**src/hdl/pmt_pkg.sv**
```systemverilog
package pmt_pkg;

  // ************************************************************
  // Register index map. Byte address is four times the index.
  // ************************************************************
  localparam logic [7:0] IDX_IRQ_FLAGS   = 8'h0c;
  localparam logic [7:0] IDX_COUNT       = 8'h11;
  localparam logic [7:0] IDX_CONTROL     = 8'h12;
  localparam logic [7:0] IDX_IRQ_ENABLES = 8'h8c;
  localparam logic [7:0] IDX_PERIOD      = 8'h92;

  // ************************************************************
  // Field positions and reset values.
  // ************************************************************
  localparam int         MATCH_FLAG_BIT  = 1;
  localparam int         TIMER_ON_BIT    = 2;
  localparam int         POST_LSB        = 3;
  localparam int         POST_MSB        = 6;
  localparam int         PRE_LSB         = 0;
  localparam int         PRE_MSB         = 1;
  localparam logic [7:0] CONTROL_MASK    = 8'h7f;
  localparam logic [7:0] RST_COUNT       = 8'h00;
  localparam logic [7:0] RST_CONTROL     = 8'h00;
  localparam logic [7:0] RST_PERIOD      = 8'hff;
  localparam logic [7:0] RST_FLAGS       = 8'h00;
  localparam logic [7:0] RST_ENABLES     = 8'h00;

  // ************************************************************
  // Timing counts.
  // ************************************************************
  localparam int         INSTR_DIV       = 4;
  localparam logic [3:0] PRE_LAST_DIV4   = 4'h3;
  localparam logic [3:0] PRE_LAST_DIV16  = 4'hf;

endpackage

```
**src/hdl/pmt_instr_div.sv**
```systemverilog
`timescale 1ns/100ps
// Divides the system clock into a one-cycle instruction-rate enable.
module pmt_instr_div #(
  parameter int DIV = 4
) (
  input  wire logic sys_clk_i,
  input  wire logic sys_rst_i,
  output logic      tick_o
);
  localparam int W = $clog2(DIV);
  localparam logic [W-1:0] LAST = W'(DIV - 1);
  logic [W-1:0] cnt;

  if (DIV < 2) begin : g_div_check
    $error("pmt_instr_div: DIV must be at least 2");
  end

  always_ff @(posedge sys_clk_i) begin
    if (sys_rst_i) begin
      cnt    <= '0;
      tick_o <= 1'b0;
    end else begin
      tick_o <= (cnt == LAST);
      cnt    <= (cnt == LAST) ? '0 : cnt + 1'b1;
    end
  end
endmodule

```
**src/hdl/pmt_postscaler.sv**
```systemverilog
`timescale 1ns/100ps
// Counts match pulses and emits one pulse per (ratio field + 1) matches.
module pmt_postscaler (
  input  wire logic       sys_clk_i,
  input  wire logic       sys_rst_i,
  input  wire logic       clear_i,
  input  wire logic       match_i,
  input  wire logic [3:0] ratio_i,
  output logic            out_o
);
  logic [3:0] cnt;

  always_ff @(posedge sys_clk_i) begin
    if (sys_rst_i || clear_i) begin
      cnt   <= 4'h0;
      out_o <= 1'b0;
    end else begin
      out_o <= 1'b0;
      if (match_i) begin
        if (cnt >= ratio_i) begin
          cnt   <= 4'h0;
          out_o <= 1'b1;
        end else begin
          cnt <= cnt + 4'h1;
        end
      end
    end
  end
endmodule

```
**src/hdl/pmt_timer.sv**
```systemverilog
// Behaviour
// - The count advances on instruction-rate ticks (clock/4) divided by 1, 4 or 16 per the prescale field.
// - The count climbs from zero and, once equal to the period, loads zero on the next tick.
// - The period register is read/write and resets to all ones.
// - The count register is read/write and reset clears it.
// - Each match outside a count or control write advances a 4-bit postscaler whose terminal count sets the match interrupt flag.
// - The postscale ratio is control bits 6..3 plus one.
// - Control bit 2 enables counting; when clear the timer holds.
// - Writing the count clears the prescaler and postscaler.
// - Writing the control register clears both scalers but leaves the count.
// - Every device reset clears both scalers.
// - The raw match pulse before the postscaler is an output for the serial port.
// - Control bit 7 reads zero and the other control bits reset to zero.
//
// Added by the designer: the Avalon-MM slave port.
`timescale 1ns/100ps
module pmt_timer
  import pmt_pkg::*;
(
  input  wire logic        sys_clk_i,
  input  wire logic        sys_rst_i,
  input  wire logic [9:0]  avs_address_i,
  input  wire logic        avs_read_i,
  input  wire logic        avs_write_i,
  input  wire logic [31:0] avs_writedata_i,
  input  wire logic [3:0]  avs_byteenable_i,
  output logic [31:0]      avs_readdata_o,
  output logic             avs_waitrequest_o,
  output logic             match_pulse_o,
  output logic             irq_o
);
  import pmt_pkg::*;

  // ************************************************************
  // Registers and internal signals.
  // ************************************************************
  logic [7:0] timer_count;
  logic [7:0] timer_period;
  logic [7:0] timer_control;
  logic [7:0] peripheral_irq_flags;
  logic [7:0] peripheral_irq_enables;
  logic [3:0] pre_cnt;
  logic       instr_tick;
  logic       post_out;
  logic       acked;
  logic       wr_hit;
  logic       rd_hit;
  logic [7:0] idx;
  logic       lane0;
  logic       wr_count;
  logic       wr_control;
  logic       wr_period;
  logic       wr_flags;
  logic       wr_enables;
  logic       scaler_clear;
  logic       pre_tick;
  logic [3:0] pre_last;
  logic       match_now;
  logic [7:0] next_readdata;

  assign idx          = avs_address_i[9:2];
  assign lane0        = avs_byteenable_i[0];
  assign wr_hit       = avs_write_i && acked;
  assign rd_hit       = avs_read_i && !acked;
  assign wr_count     = wr_hit && lane0 && (idx == IDX_COUNT);
  assign wr_control   = wr_hit && lane0 && (idx == IDX_CONTROL);
  assign wr_period    = wr_hit && lane0 && (idx == IDX_PERIOD);
  assign wr_flags     = wr_hit && lane0 && (idx == IDX_IRQ_FLAGS);
  assign wr_enables   = wr_hit && lane0 && (idx == IDX_IRQ_ENABLES);
  assign scaler_clear = wr_count || wr_control;

  // ************************************************************
  // Avalon slave: one wait cycle, then a one-cycle acknowledge at which a write commits.
  // ************************************************************
  always_ff @(posedge sys_clk_i) begin
    if (sys_rst_i) begin
      acked <= 1'b0;
    end else begin
      acked <= (avs_read_i || avs_write_i) && !acked;
    end
  end

  always_ff @(posedge sys_clk_i) begin
    if (sys_rst_i) begin
      avs_waitrequest_o <= 1'b1;
    end else begin
      avs_waitrequest_o <= !((avs_read_i || avs_write_i) && !acked);
    end
  end

  always_comb begin
    unique case (idx)
      IDX_COUNT:       next_readdata = timer_count;
      IDX_CONTROL:     next_readdata = timer_control & CONTROL_MASK;
      IDX_PERIOD:      next_readdata = timer_period;
      IDX_IRQ_FLAGS:   next_readdata = peripheral_irq_flags;
      IDX_IRQ_ENABLES: next_readdata = peripheral_irq_enables;
      default:         next_readdata = 8'h00;
    endcase
  end

  always_ff @(posedge sys_clk_i) begin
    if (sys_rst_i) begin
      avs_readdata_o <= 32'h0000_0000;
    end else if (rd_hit) begin
      avs_readdata_o <= {24'h00_0000, next_readdata};
    end
  end

  // ************************************************************
  // Software-owned registers.
  // ************************************************************
  always_ff @(posedge sys_clk_i) begin
    if (sys_rst_i) begin
      timer_period <= RST_PERIOD;
    end else if (wr_period) begin
      timer_period <= avs_writedata_i[7:0];
    end
  end

  always_ff @(posedge sys_clk_i) begin
    if (sys_rst_i) begin
      timer_control <= RST_CONTROL;
    end else if (wr_control) begin
      timer_control <= avs_writedata_i[7:0] & CONTROL_MASK;
    end
  end

  always_ff @(posedge sys_clk_i) begin
    if (sys_rst_i) begin
      peripheral_irq_enables <= RST_ENABLES;
    end else if (wr_enables) begin
      peripheral_irq_enables <= avs_writedata_i[7:0];
    end
  end

  // ************************************************************
  // Prescaler.
  // ************************************************************
  pmt_instr_div #(
    .DIV (INSTR_DIV)
  ) u_div (
    .sys_clk_i (sys_clk_i),
    .sys_rst_i (sys_rst_i),
    .tick_o    (instr_tick)
  );

  always_comb begin
    unique case (timer_control[PRE_MSB:PRE_LSB])
      2'b00:   pre_last = 4'h0;
      2'b01:   pre_last = PRE_LAST_DIV4;
      default: pre_last = PRE_LAST_DIV16;
    endcase
  end

  assign pre_tick  = timer_control[TIMER_ON_BIT] && instr_tick && (pre_cnt >= pre_last);
  assign match_now = pre_tick && (timer_count == timer_period);

  always_ff @(posedge sys_clk_i) begin
    if (sys_rst_i || scaler_clear) begin
      pre_cnt <= 4'h0;
    end else if (timer_control[TIMER_ON_BIT] && instr_tick) begin
      pre_cnt <= (pre_cnt >= pre_last) ? 4'h0 : pre_cnt + 4'h1;
    end
  end

  // ************************************************************
  // Count and match.
  // ************************************************************
  always_ff @(posedge sys_clk_i) begin
    if (sys_rst_i) begin
      timer_count <= RST_COUNT;
    end else if (wr_count) begin
      timer_count <= avs_writedata_i[7:0];
    end else if (pre_tick) begin
      timer_count <= (timer_count == timer_period) ? 8'h00 : timer_count + 8'h01;
    end
  end

  always_ff @(posedge sys_clk_i) begin
    if (sys_rst_i) begin
      match_pulse_o <= 1'b0;
    end else begin
      match_pulse_o <= match_now && !wr_count;
    end
  end

  pmt_postscaler u_post (
    .sys_clk_i (sys_clk_i),
    .sys_rst_i (sys_rst_i),
    .clear_i   (scaler_clear),
    .match_i   (match_now && !wr_count),
    .ratio_i   (timer_control[POST_MSB:POST_LSB]),
    .out_o     (post_out)
  );

  // ************************************************************
  // Flag and interrupt request. A setting event beats a clear.
  // ************************************************************
  always_ff @(posedge sys_clk_i) begin
    if (sys_rst_i) begin
      peripheral_irq_flags <= RST_FLAGS;
    end else begin
      if (wr_flags) begin
        peripheral_irq_flags <= avs_writedata_i[7:0];
      end
      if (post_out) begin
        peripheral_irq_flags[MATCH_FLAG_BIT] <= 1'b1;
      end
    end
  end

  always_ff @(posedge sys_clk_i) begin
    if (sys_rst_i) begin
      irq_o <= 1'b0;
    end else begin
      irq_o <= |(peripheral_irq_flags & peripheral_irq_enables & 8'h02);
    end
  end

  // ************************************************************
  // Checks.
  // ************************************************************
  a_period_wrap: assert property (@(posedge sys_clk_i) disable iff (sys_rst_i)
    (pre_tick && !wr_count && timer_count == timer_period) |=> timer_count == 8'h00)
    else $error("count did not wrap after period match");

  a_count_step: assert property (@(posedge sys_clk_i) disable iff (sys_rst_i)
    (pre_tick && !wr_count && timer_count != timer_period) |=> timer_count == $past(timer_count) + 8'h01)
    else $error("count did not step by one");

  a_off_holds: assert property (@(posedge sys_clk_i) disable iff (sys_rst_i)
    (!timer_control[TIMER_ON_BIT] && !wr_count) |=> $stable(timer_count))
    else $error("count moved while timer off");

  a_pre_clear: assert property (@(posedge sys_clk_i) disable iff (sys_rst_i)
    scaler_clear |=> pre_cnt == 4'h0)
    else $error("prescaler not cleared by write");

  a_ctrl_keeps: assert property (@(posedge sys_clk_i) disable iff (sys_rst_i)
    (wr_control && !pre_tick) |=> $stable(timer_count))
    else $error("control write changed count");

  a_bit7_zero: assert property (@(posedge sys_clk_i) disable iff (sys_rst_i)
    timer_control[7] == 1'b0)
    else $error("control bit 7 set");

  a_flag_sets: assert property (@(posedge sys_clk_i) disable iff (sys_rst_i)
    post_out |=> peripheral_irq_flags[MATCH_FLAG_BIT])
    else $error("flag not set by postscaler");

  a_match_out: assert property (@(posedge sys_clk_i) disable iff (sys_rst_i)
    (match_now && !wr_count) |=> match_pulse_o)
    else $error("match pulse missing");

  a_match_quiet: assert property (@(posedge sys_clk_i) disable iff (sys_rst_i)
    !(match_now && !wr_count) |=> !match_pulse_o)
    else $error("match pulse without match");

  a_irq_follow: assert property (@(posedge sys_clk_i) disable iff (sys_rst_i)
    (peripheral_irq_flags[1] && peripheral_irq_enables[1]) |=> irq_o)
    else $error("irq did not follow flag and enable");

  a_div_one: assert property (@(posedge sys_clk_i) disable iff (sys_rst_i)
    (pre_tick && timer_control[1:0] == 2'b00) |-> pre_cnt == 4'h0)
    else $error("prescale 1:1 wrong");

  a_div4_range: assert property (@(posedge sys_clk_i) disable iff (sys_rst_i)
    (timer_control[PRE_MSB:PRE_LSB] == 2'b01) |-> pre_cnt <= PRE_LAST_DIV4)
    else $error("prescale 1:4 counter out of range");

  a_div4_tick: assert property (@(posedge sys_clk_i) disable iff (sys_rst_i)
    (pre_tick && timer_control[PRE_MSB:PRE_LSB] == 2'b01) |-> pre_cnt == PRE_LAST_DIV4)
    else $error("prescale 1:4 wrong");

  a_div16_tick: assert property (@(posedge sys_clk_i) disable iff (sys_rst_i)
    (pre_tick && timer_control[PRE_MSB]) |-> pre_cnt == PRE_LAST_DIV16)
    else $error("prescale 1:16 wrong");

  a_tick_rate: assert property (@(posedge sys_clk_i) disable iff (sys_rst_i)
    pre_tick |-> instr_tick)
    else $error("count tick off the instruction rate");

  a_pre_off: assert property (@(posedge sys_clk_i) disable iff (sys_rst_i)
    !timer_control[TIMER_ON_BIT] |-> !pre_tick)
    else $error("tick while timer off");

  a_count_write: assert property (@(posedge sys_clk_i) disable iff (sys_rst_i)
    wr_count |=> timer_count == $past(avs_writedata_i[7:0]))
    else $error("count write lost");

  a_period_write: assert property (@(posedge sys_clk_i) disable iff (sys_rst_i)
    wr_period |=> timer_period == $past(avs_writedata_i[7:0]))
    else $error("period write lost");

  a_ctrl_write: assert property (@(posedge sys_clk_i) disable iff (sys_rst_i)
    wr_control |=> timer_control == ($past(avs_writedata_i[7:0]) & CONTROL_MASK))
    else $error("control write lost");

  a_post_clear: assert property (@(posedge sys_clk_i) disable iff (sys_rst_i)
    scaler_clear |=> !post_out)
    else $error("postscaler fired across a clear");

  a_post_pulse: assert property (@(posedge sys_clk_i) disable iff (sys_rst_i)
    post_out |=> !post_out)
    else $error("postscaler output longer than one cycle");

  a_post_cause: assert property (@(posedge sys_clk_i) disable iff (sys_rst_i)
    post_out |-> $past(match_now && !wr_count))
    else $error("postscaler fired without a match");

  a_flag_holds: assert property (@(posedge sys_clk_i) disable iff (sys_rst_i)
    (peripheral_irq_flags[MATCH_FLAG_BIT] && !wr_flags) |=> peripheral_irq_flags[MATCH_FLAG_BIT])
    else $error("flag dropped without a clear");

  a_flag_write: assert property (@(posedge sys_clk_i) disable iff (sys_rst_i)
    (wr_flags && !post_out) |=> peripheral_irq_flags == $past(avs_writedata_i[7:0]))
    else $error("flag write lost");

  a_irq_quiet: assert property (@(posedge sys_clk_i) disable iff (sys_rst_i)
    !(peripheral_irq_flags[MATCH_FLAG_BIT] && peripheral_irq_enables[MATCH_FLAG_BIT]) |=> !irq_o)
    else $error("irq without flag and enable");

  a_reset_pre: assert property (@(posedge sys_clk_i)
    sys_rst_i |=> pre_cnt == 4'h0)
    else $error("reset left prescaler running");

  a_reset_post: assert property (@(posedge sys_clk_i)
    sys_rst_i |=> !post_out)
    else $error("reset left postscaler output");

  a_reset_count: assert property (@(posedge sys_clk_i)
    sys_rst_i |=> timer_count == RST_COUNT)
    else $error("reset left count");

  a_reset_period: assert property (@(posedge sys_clk_i)
    sys_rst_i |=> timer_period == RST_PERIOD)
    else $error("reset left period");

  a_reset_ctrl: assert property (@(posedge sys_clk_i)
    sys_rst_i |=> timer_control == RST_CONTROL)
    else $error("reset left control");

  a_reset_flags: assert property (@(posedge sys_clk_i)
    sys_rst_i |=> peripheral_irq_flags == RST_FLAGS)
    else $error("reset left flags");

  a_reset_irq: assert property (@(posedge sys_clk_i)
    sys_rst_i |=> !irq_o)
    else $error("reset left irq");

endmodule

```
**config.mk**
```make
export PLATFORM = sky130hd
export DESIGN_NAME = pmt_timer
export DESIGN_NICKNAME = d
export VERILOG_FILES = /design/src/hdl/pmt_pkg.sv /design/src/hdl/pmt_instr_div.sv /design/src/hdl/pmt_postscaler.sv /design/src/hdl/pmt_timer.sv
export SDC_FILE = /design/constraint.sdc
export NUM_CORES = 1
export LEC_CHECK = 0
export ABC_AREA = 0
export BUFFER_PORTS_ARGS = -buffer_cell sky130_fd_sc_hd__buf_2
export CAP_MARGIN = 10
export CORE_UTILIZATION = 30
export DETAILED_ROUTE_END_ITERATION = 7
export GPL_TIMING_DRIVEN = 0
export MAX_ROUTING_LAYER = met4
export PLACE_DENSITY = 0.54
export RECOVER_POWER = 50
export SYNTH_ARGS = -nofsm -noshare
export SYNTH_HDL_FRONTEND = slang
export SYNTH_SLANG_ARGS = --single-unit
```
**constraint.sdc**
```tcl
create_clock -name sys_clk_i -period 2.74 [get_ports sys_clk_i]
set_input_delay 0.137 -clock sys_clk_i [delete_from_list [all_inputs] [get_ports sys_clk_i]]
set_output_delay 0.137 -clock sys_clk_i [all_outputs]
set_load 0.05 [all_outputs]
```
==> results.json, run 1 <==
{
  "grt_pass1_wl_um": 15500,
  "path_max_fanout": 10,
  "fp.dieW_um": 108,
  "antenna_found_initial": 0,
  "p_sw_frac": 0.292,
  "die_area_sq_um": 11600,
  "vias": 3145,
  "grt_max_degree": 13,
  "dr.first_iter.drc_count": 205,
  "postRouteAntennaNets": 0,
  "die_h_um": 108,
  "yosys.cell_types.count": 58,
  "critPathKind": "input pin to flop",
  "ys_warn_count": 0,
  "maxSlewViolCount": 0,
  "hold_end": "avs_waitrequest_o",
  "min_period_ns": 2.50,
  "reg2reg_setup_slack_ns": 0.24,
  "cts_root_buffer": "clkbuf_8",
  "clkPwrFrac": 0.417,
  "grtUsageTotal": 0.183,
  "fmaxAchievable_mhz": 400,
  "gp_congestion": 0.833,
  "cts.clk_slew.worst_paths_ns": 0.08,
  "core.rowCount": 38,
  "synth_area_leaders": "dfxtp_1 (38%), nand2_1 (6.1%), buf_4 (5.4%), a21oi_1 (5.2%), ha_1 (4.5%)",
  "critPathLaunchType": "input pin",
  "synth.most_common_cell": "dfxtp_1",
  "grt.overflow.total": 0,
  "peakVddDrop_uv": 243,
  "drive_gt1_frac": 0.164,
  "synth-main-ff-cell": "dfxtp_1",
  "hp-start": "avs_read_i",
  "wirelength_um": 9540,
  "fin_crit_sh": 0.912,
  "yosys.area.top_type": "dfxtp_1",
  "timing.rr.start": "timer_control[0]",
  "fin_tns_setup_ns": 0,
  "cts_sinks": 63,
  "postCtsHoldBufs": 0,
  "slew_headroom": 0.254,
  "antenna_cells": 0,
  "numCtsBuffers": 9,
  "initial_core_util": 0.309,
  "clk_latency_ns": 0.35,
  "viasPerCell": 5.16,
  "hold_viol": 0,
  "pwr-share-seq": 0.462,
  "avgSynthCellArea_sq_um": 8.37,
  "reg2regPathDepth": 8,
  "nets": 527,
  "r2r_end": "u_post.cnt[0]",
  "rsz0062_at_grt": "false",
  "placedInstanceArea_sq_um": 3760,
  "tritoncts": "done",
  "wire_per_inst_um": 15.6,
  "io_buffers": 31,
  "synth_seq_area_share": 0.377,
  "io-pin-count": 85,
  "synth_area_sq_um": 3350,
  "skew_ns": 0.00805,
  "synth_edf_count": 0,
  "fin_area_sq_um": 3940,
  "intPower_mw": 1.45,
  "finalSetupViolCount": 0,
  "arrival_ns": 2.74,
  "powerDensity_nw_per_um2": 520,
  "cts_buffer_depth": 2,
  "critPathRequiredTime_ns": 2.98,
  "crit_path_end_kind": "flop",
  "ys_ff_latch": 63,
  "p_leak_nw": 1.44,
  "status": "completed",
  "drt_pass1_iterations": 5,
  "synthArstFlopShare": 0,
  "min_path_type": "input pin to flop",
  "post_cts_buffers": 0,
  "cts_resized": 0,
  "hold_depth": 2,
  "drc": 0,
  "cts_max_level": 3,
  "dpl.hpwl_um": 7040,
  "fillCellCount": 1153,
  "combPwrFrac": 0.121,
  "cap_violations": 0,
  "synth_cells": 400,
  "core_area_sq_um": 10800,
  "area_growth_pct": 17.5,
  "synth_top_area_frac": 0.377,
  "yosys-top-cells-count": "dfxtp_1 (63), nand2_1 (54), a21oi_1 (35)",
  "p_switching_uw": 597,
  "worstMarginPinSlew_ns": 1.11,
  "grt_pass1_vias": 2913
}
-- worst max-delay path by stage --
| stage | to | startpoint | slack, ns |
|---|---|---|---|
| global route | u_post.cnt[0] | timer_control[1] | 0.06 |
| floorplan | timer_count[5] | timer_control[0] | 0.58 |
| finish | timer_period[1] | avs_address_i[4] | 0.24 |
| CTS | u_post.cnt[0] | timer_control[0] | 0.14 |
| global placement | u_post.out_o | timer_control[0] | 0.17 |
| detailed placement | u_post.cnt[0] | timer_control[0] | 0.16 |
-- power groups by stage --
stage / clock [mW] / combinational, mW / sequential (mW)
floorplan: 0 / 0.160 / 0.996
global placement: 0 / 0.250 / 0.967
detailed placement: 0 / 0.252 / 0.968
CTS: 0.876 / 0.253 / 0.946
global route: 0.914 / 0.266 / 0.949
finish: 0.853 / 0.247 / 0.946
-- routing by layer --
layer  part of all wire  wire [um]  up-vias  GRT usage
met2               0.47       4460       97      0.283
met4              0.013        120        0     0.0558
met5                  0          0        -          -
li1                   -          -     1544          -
met3              0.045        431       12     0.0236
met1               0.47       4530     1492      0.247
-- cell type report --
class | instances | area (sq um) | share of cell area
tap | 140 | 175 | 0.0445
sequential | 63 | 1260 | 0.321
multi-input combinational | 303 | 1840 | 0.468
timing repair buffer | 31 | 140 | 0.0356
buffer | 45 | 265 | 0.0674
inverter | 12 | 45.0 | 0.0114
clock inverter | 6 | 68.8 | 0.0175
clock buffer | 10 | 138 | 0.0350
-- critical path: stages --
cell	delay [ns]
buf_2	0.10
or4b_1	0.50
clkbuf_1	0.20
nor4b_2	0.70
clkbuf_1	0.42
nand2_1	0.31
a211o_1	0.36
-- cell families after synthesis --
group,count (synthesis),share of synthesized area
compound gates,100,0.206
xor+xnor,8,0.0209
fa+ha+maj,12,0.0448
buf+inv,57,0.0972
flops,63,0.377
other cells,1,0.00112
simple gates,159,0.253
-- per-stage QoR --
step | hold slack, ns | utilization | cells | power (mW) | worst slack [ns]
after floorplan | 0.267 | - | 423 | 1.16 | 0.578
after global placement | 0.416 | 0.347 | 594 | 1.22 | 0.166
after detailed placement | 0.429 | 0.347 | 594 | 1.22 | 0.161
after CTS | 0.0639 | 0.366 | 610 | 2.07 | 0.144
after global routing | 0.0869 | 0.363 | 610 | 2.13 | 0.0571
final | 0.0598 | 0.363 | 610 | 2.05 | 0.242
-- layout by cell type (no fill, tap or decap), types with 3 or more instances in the layout --
cell type / count
dfxtp_1: 63
nand2_1: 55
a21oi_1: 35
clkbuf_1: 26
nor2_1: 24
buf_4: 24
conb_1: 24
nand3_1: 23
buf_2: 23
inv_1: 12
a211oi_1: 12
ha_1: 12
and3_1: 11
clkbuf_8: 10
o21ai_0: 8
xor2_1: 8
a211o_1: 8
a221oi_1: 8
a222oi_1: 7
nor2b_1: 5
nand2b_1: 4
and2_1: 4
nor3_1: 4
nand4_1: 4
nor4_2: 3
a21boi_0: 3
or4_1: 3
a311oi_1: 3
-- registers in the layout, indices dropped and copies added, names as in the netlist, 2 cells and up --
signal	count
timer_count	8
peripheral_irq_flags	8
pre_cnt	4
u_post.cnt	4
peripheral_irq_enables	8
timer_period	8
timer_control	7
u_div.cnt	2
avs_readdata_o	8
No activity file was read; power rests on OpenSTA's default activity.
==> inputs of run 2 (changes only) <==
--- a/config.mk
+++ b/config.mk
@@ -13,7 +13,7 @@
 export GPL_TIMING_DRIVEN = 0
 export MAX_ROUTING_LAYER = met4
 export PLACE_DENSITY = 0.54
-export RECOVER_POWER = 50
+export REMOVE_ABC_BUFFERS = 1
 export SYNTH_ARGS = -nofsm -noshare
 export SYNTH_HDL_FRONTEND = slang
 export SYNTH_SLANG_ARGS = --single-unit
==> run 2 against run 1 <==
Worst hold slack got worse by 0.013 ns. Register-to-register slack improved by 0.08 ns. Utilization fell by 2.2 points. Power fell by 4.4%. Global-route usage fell by 1.7 points. Worst setup slack improved by 0.083 ns. Clock-buffer cell count did not move. First-iteration DRC count rose by 11%. Cell area fell by 6.1%. Die area did not move. Sequential power barely moved. Critical path type is now flop to flop. Largest cell class unchanged. Highest routed layer unchanged.
==> results.json, run 2 (synthesis results as in run 1) <==
{
  "worstMarginPinSlew_ns": 1.18,
  "viasPerCell": 5.28,
  "area_growth_pct": 10.4,
  "tritoncts": "done",
  "die_h_um": 108,
  "reg2reg_setup_slack_ns": 0.32,
  "multi_input_area_sq_um": 1870,
  "final_common_cell": "dfxtp_1",
  "fin_tns_setup_ns": 0,
  "crit_path_end_kind": "flop",
  "critPathKind": "flop to flop",
  "io_buffers": 31,
  "drc": 0,
  "maxSlewViolCount": 0,
  "drt_pass1_iterations": 8,
  "post-place-ws_ns": -0.0383,
  "initial_core_util": 0.309,
  "gp_congestion": 0.804,
  "crit_path_start": "timer_control[1]",
  "fin_area_sq_um": 3690,
  "grtUsageTotal": 0.166,
  "antenna_found_initial": 0,
  "status": "completed",
  "dpl.hpwl_um": 6150,
  "cts_buffer_depth": 2,
  "critPathCapture": "timer_count[5]",
  "grt_pass1_vias": 2777,
  "min_path_type": "input pin to flop",
  "seq_area_sq_um": 1260,
  "postRouteAntennaNets": 0,
  "p_leak_nw": 1.33,
  "critPathLaunchType": "flop",
  "hold_viol": 0,
  "skew_ns": 0.00624,
  "peakVddDrop_uv": 211,
  "fin_crit_sh": 0.882,
  "arrival_ns": 2.66,
  "cts_root_buffer": "clkbuf_8",
  "nets": 482,
  "fmaxAchievable_mhz": 414,
  "rsz0062_at_grt": "false",
  "min_period_ns": 2.42,
  "fin_ws_ns": 0.325,
  "r2r_end": "timer_count[5]",
  "core.rowCount": 38,
  "die_area_sq_um": 11600,
  "critPathRequiredTime_ns": 2.99,
  "io-pin-count": 85,
  "fin_hold_ws_ns": 0.0464,
  "cap_violations": 0,
  "reg2regPathDepth": 7,
  "core_area_sq_um": 10800,
  "final-instance-count-excl-fill": 565,
  "wire_per_inst_um": 15.5,
  "timing.rr.start": "timer_control[1]",
  "cts_max_level": 3,
  "drive_gt1_frac": 0.144,
  "fp.dieW_um": 108,
  "cts_sinks": 63,
  "cts.clk_slew.worst_paths_ns": 0.07,
  "powerDensity_nw_per_um2": 529,
  "vias": 2984,
  "grt_max_degree": 57,
  "dr.first_iter.drc_count": 228,
  "path_max_fanout": 16,
  "antenna_cells": 0,
  "clk_latency_ns": 0.35,
  "fillCellCount": 1164,
  "layout_common_cells": "dfxtp_1 (63), nand2_1 (54), a21oi_1 (35)",
  "grt_pass1_wl_um": 14400,
  "numCtsBuffers": 9,
  "grt.overflow.total": 0,
  "finalSetupViolCount": 0,
  "dpl.cell_count": 549,
  "slew_headroom": 0.210,
  "wirelength_um": 8740,
  "placedInstanceArea_sq_um": 3480
}
[run 2: cell count changes in the layout (fill, tap and decap cells not counted), moves of 2 or more]
cell,change
buf_2,+8
clkinv_2,+2
buf_1,-2
clkbuf_1,-25
buf_4,-24
[run 2: layout make-up]
cell class	instances	share of cell area
timing repair buffer	31	0.0420
sequential	63	0.341
clock inverter	6	0.0166
clock buffer	10	0.0345
tap	140	0.0474
multi-input combinational	303	0.506
inverter	12	0.0122
[run 2: timing repair]
action,in CTS,in global routing
endpoints found under the hold margin,0,0
gates resized for setup,1,3
setup buffers,0,0
setup endpoints to repair,3,4
hold buffers,0,0
[run 2: worst min-delay path by stage]
stage,depth (start not counted),slack [ns],end,start
final,2,0.05,avs_waitrequest_o,avs_read_i
after floorplan,1,0.21,peripheral_irq_enables[0],sys_rst_i
after global placement,2,0.40,avs_waitrequest_o,avs_read_i
after global routing,2,0.05,avs_waitrequest_o,avs_read_i
after detailed placement,2,0.40,avs_waitrequest_o,avs_read_i
after CTS,2,0.03,avs_waitrequest_o,avs_read_i
[run 2: layer usage]
layer	wire, um	global-route usage	up-vias	share of wire
met4	153	0.0558	0	0.017
met1	4040	0.214	1419	0.46
met5	0	-	-	0
met3	568	0.0418	10	0.065
li1	-	-	1450	-
met2	3980	0.250	105	0.46
[run 2: through the flow]
step / power [mW] / utilization
2_1_floorplan: 1.12 / -
3_3_place_gp: 1.18 / 0.321
3_5_place_dp: 1.18 / 0.321
4_1_cts: 1.97 / 0.339
5_1_grt: 2.04 / 0.341
6_report: 1.96 / 0.341
[run 2: critical path, stage by stage (launching register included)]
cell,delay [ns]
dfxtp_1,0.36
or2_2,0.33
ha_1,0.29
nor2b_1,0.05
o21ai_2,0.25
nand3_4,0.23
or4_1,0.54
a311oi_1,0.25
[run 2: report_power, final]
group	switching [mW]	internal, mW
combinational	0.171	0.0433
sequential	0.0129	0.933
clock	0.378	0.417
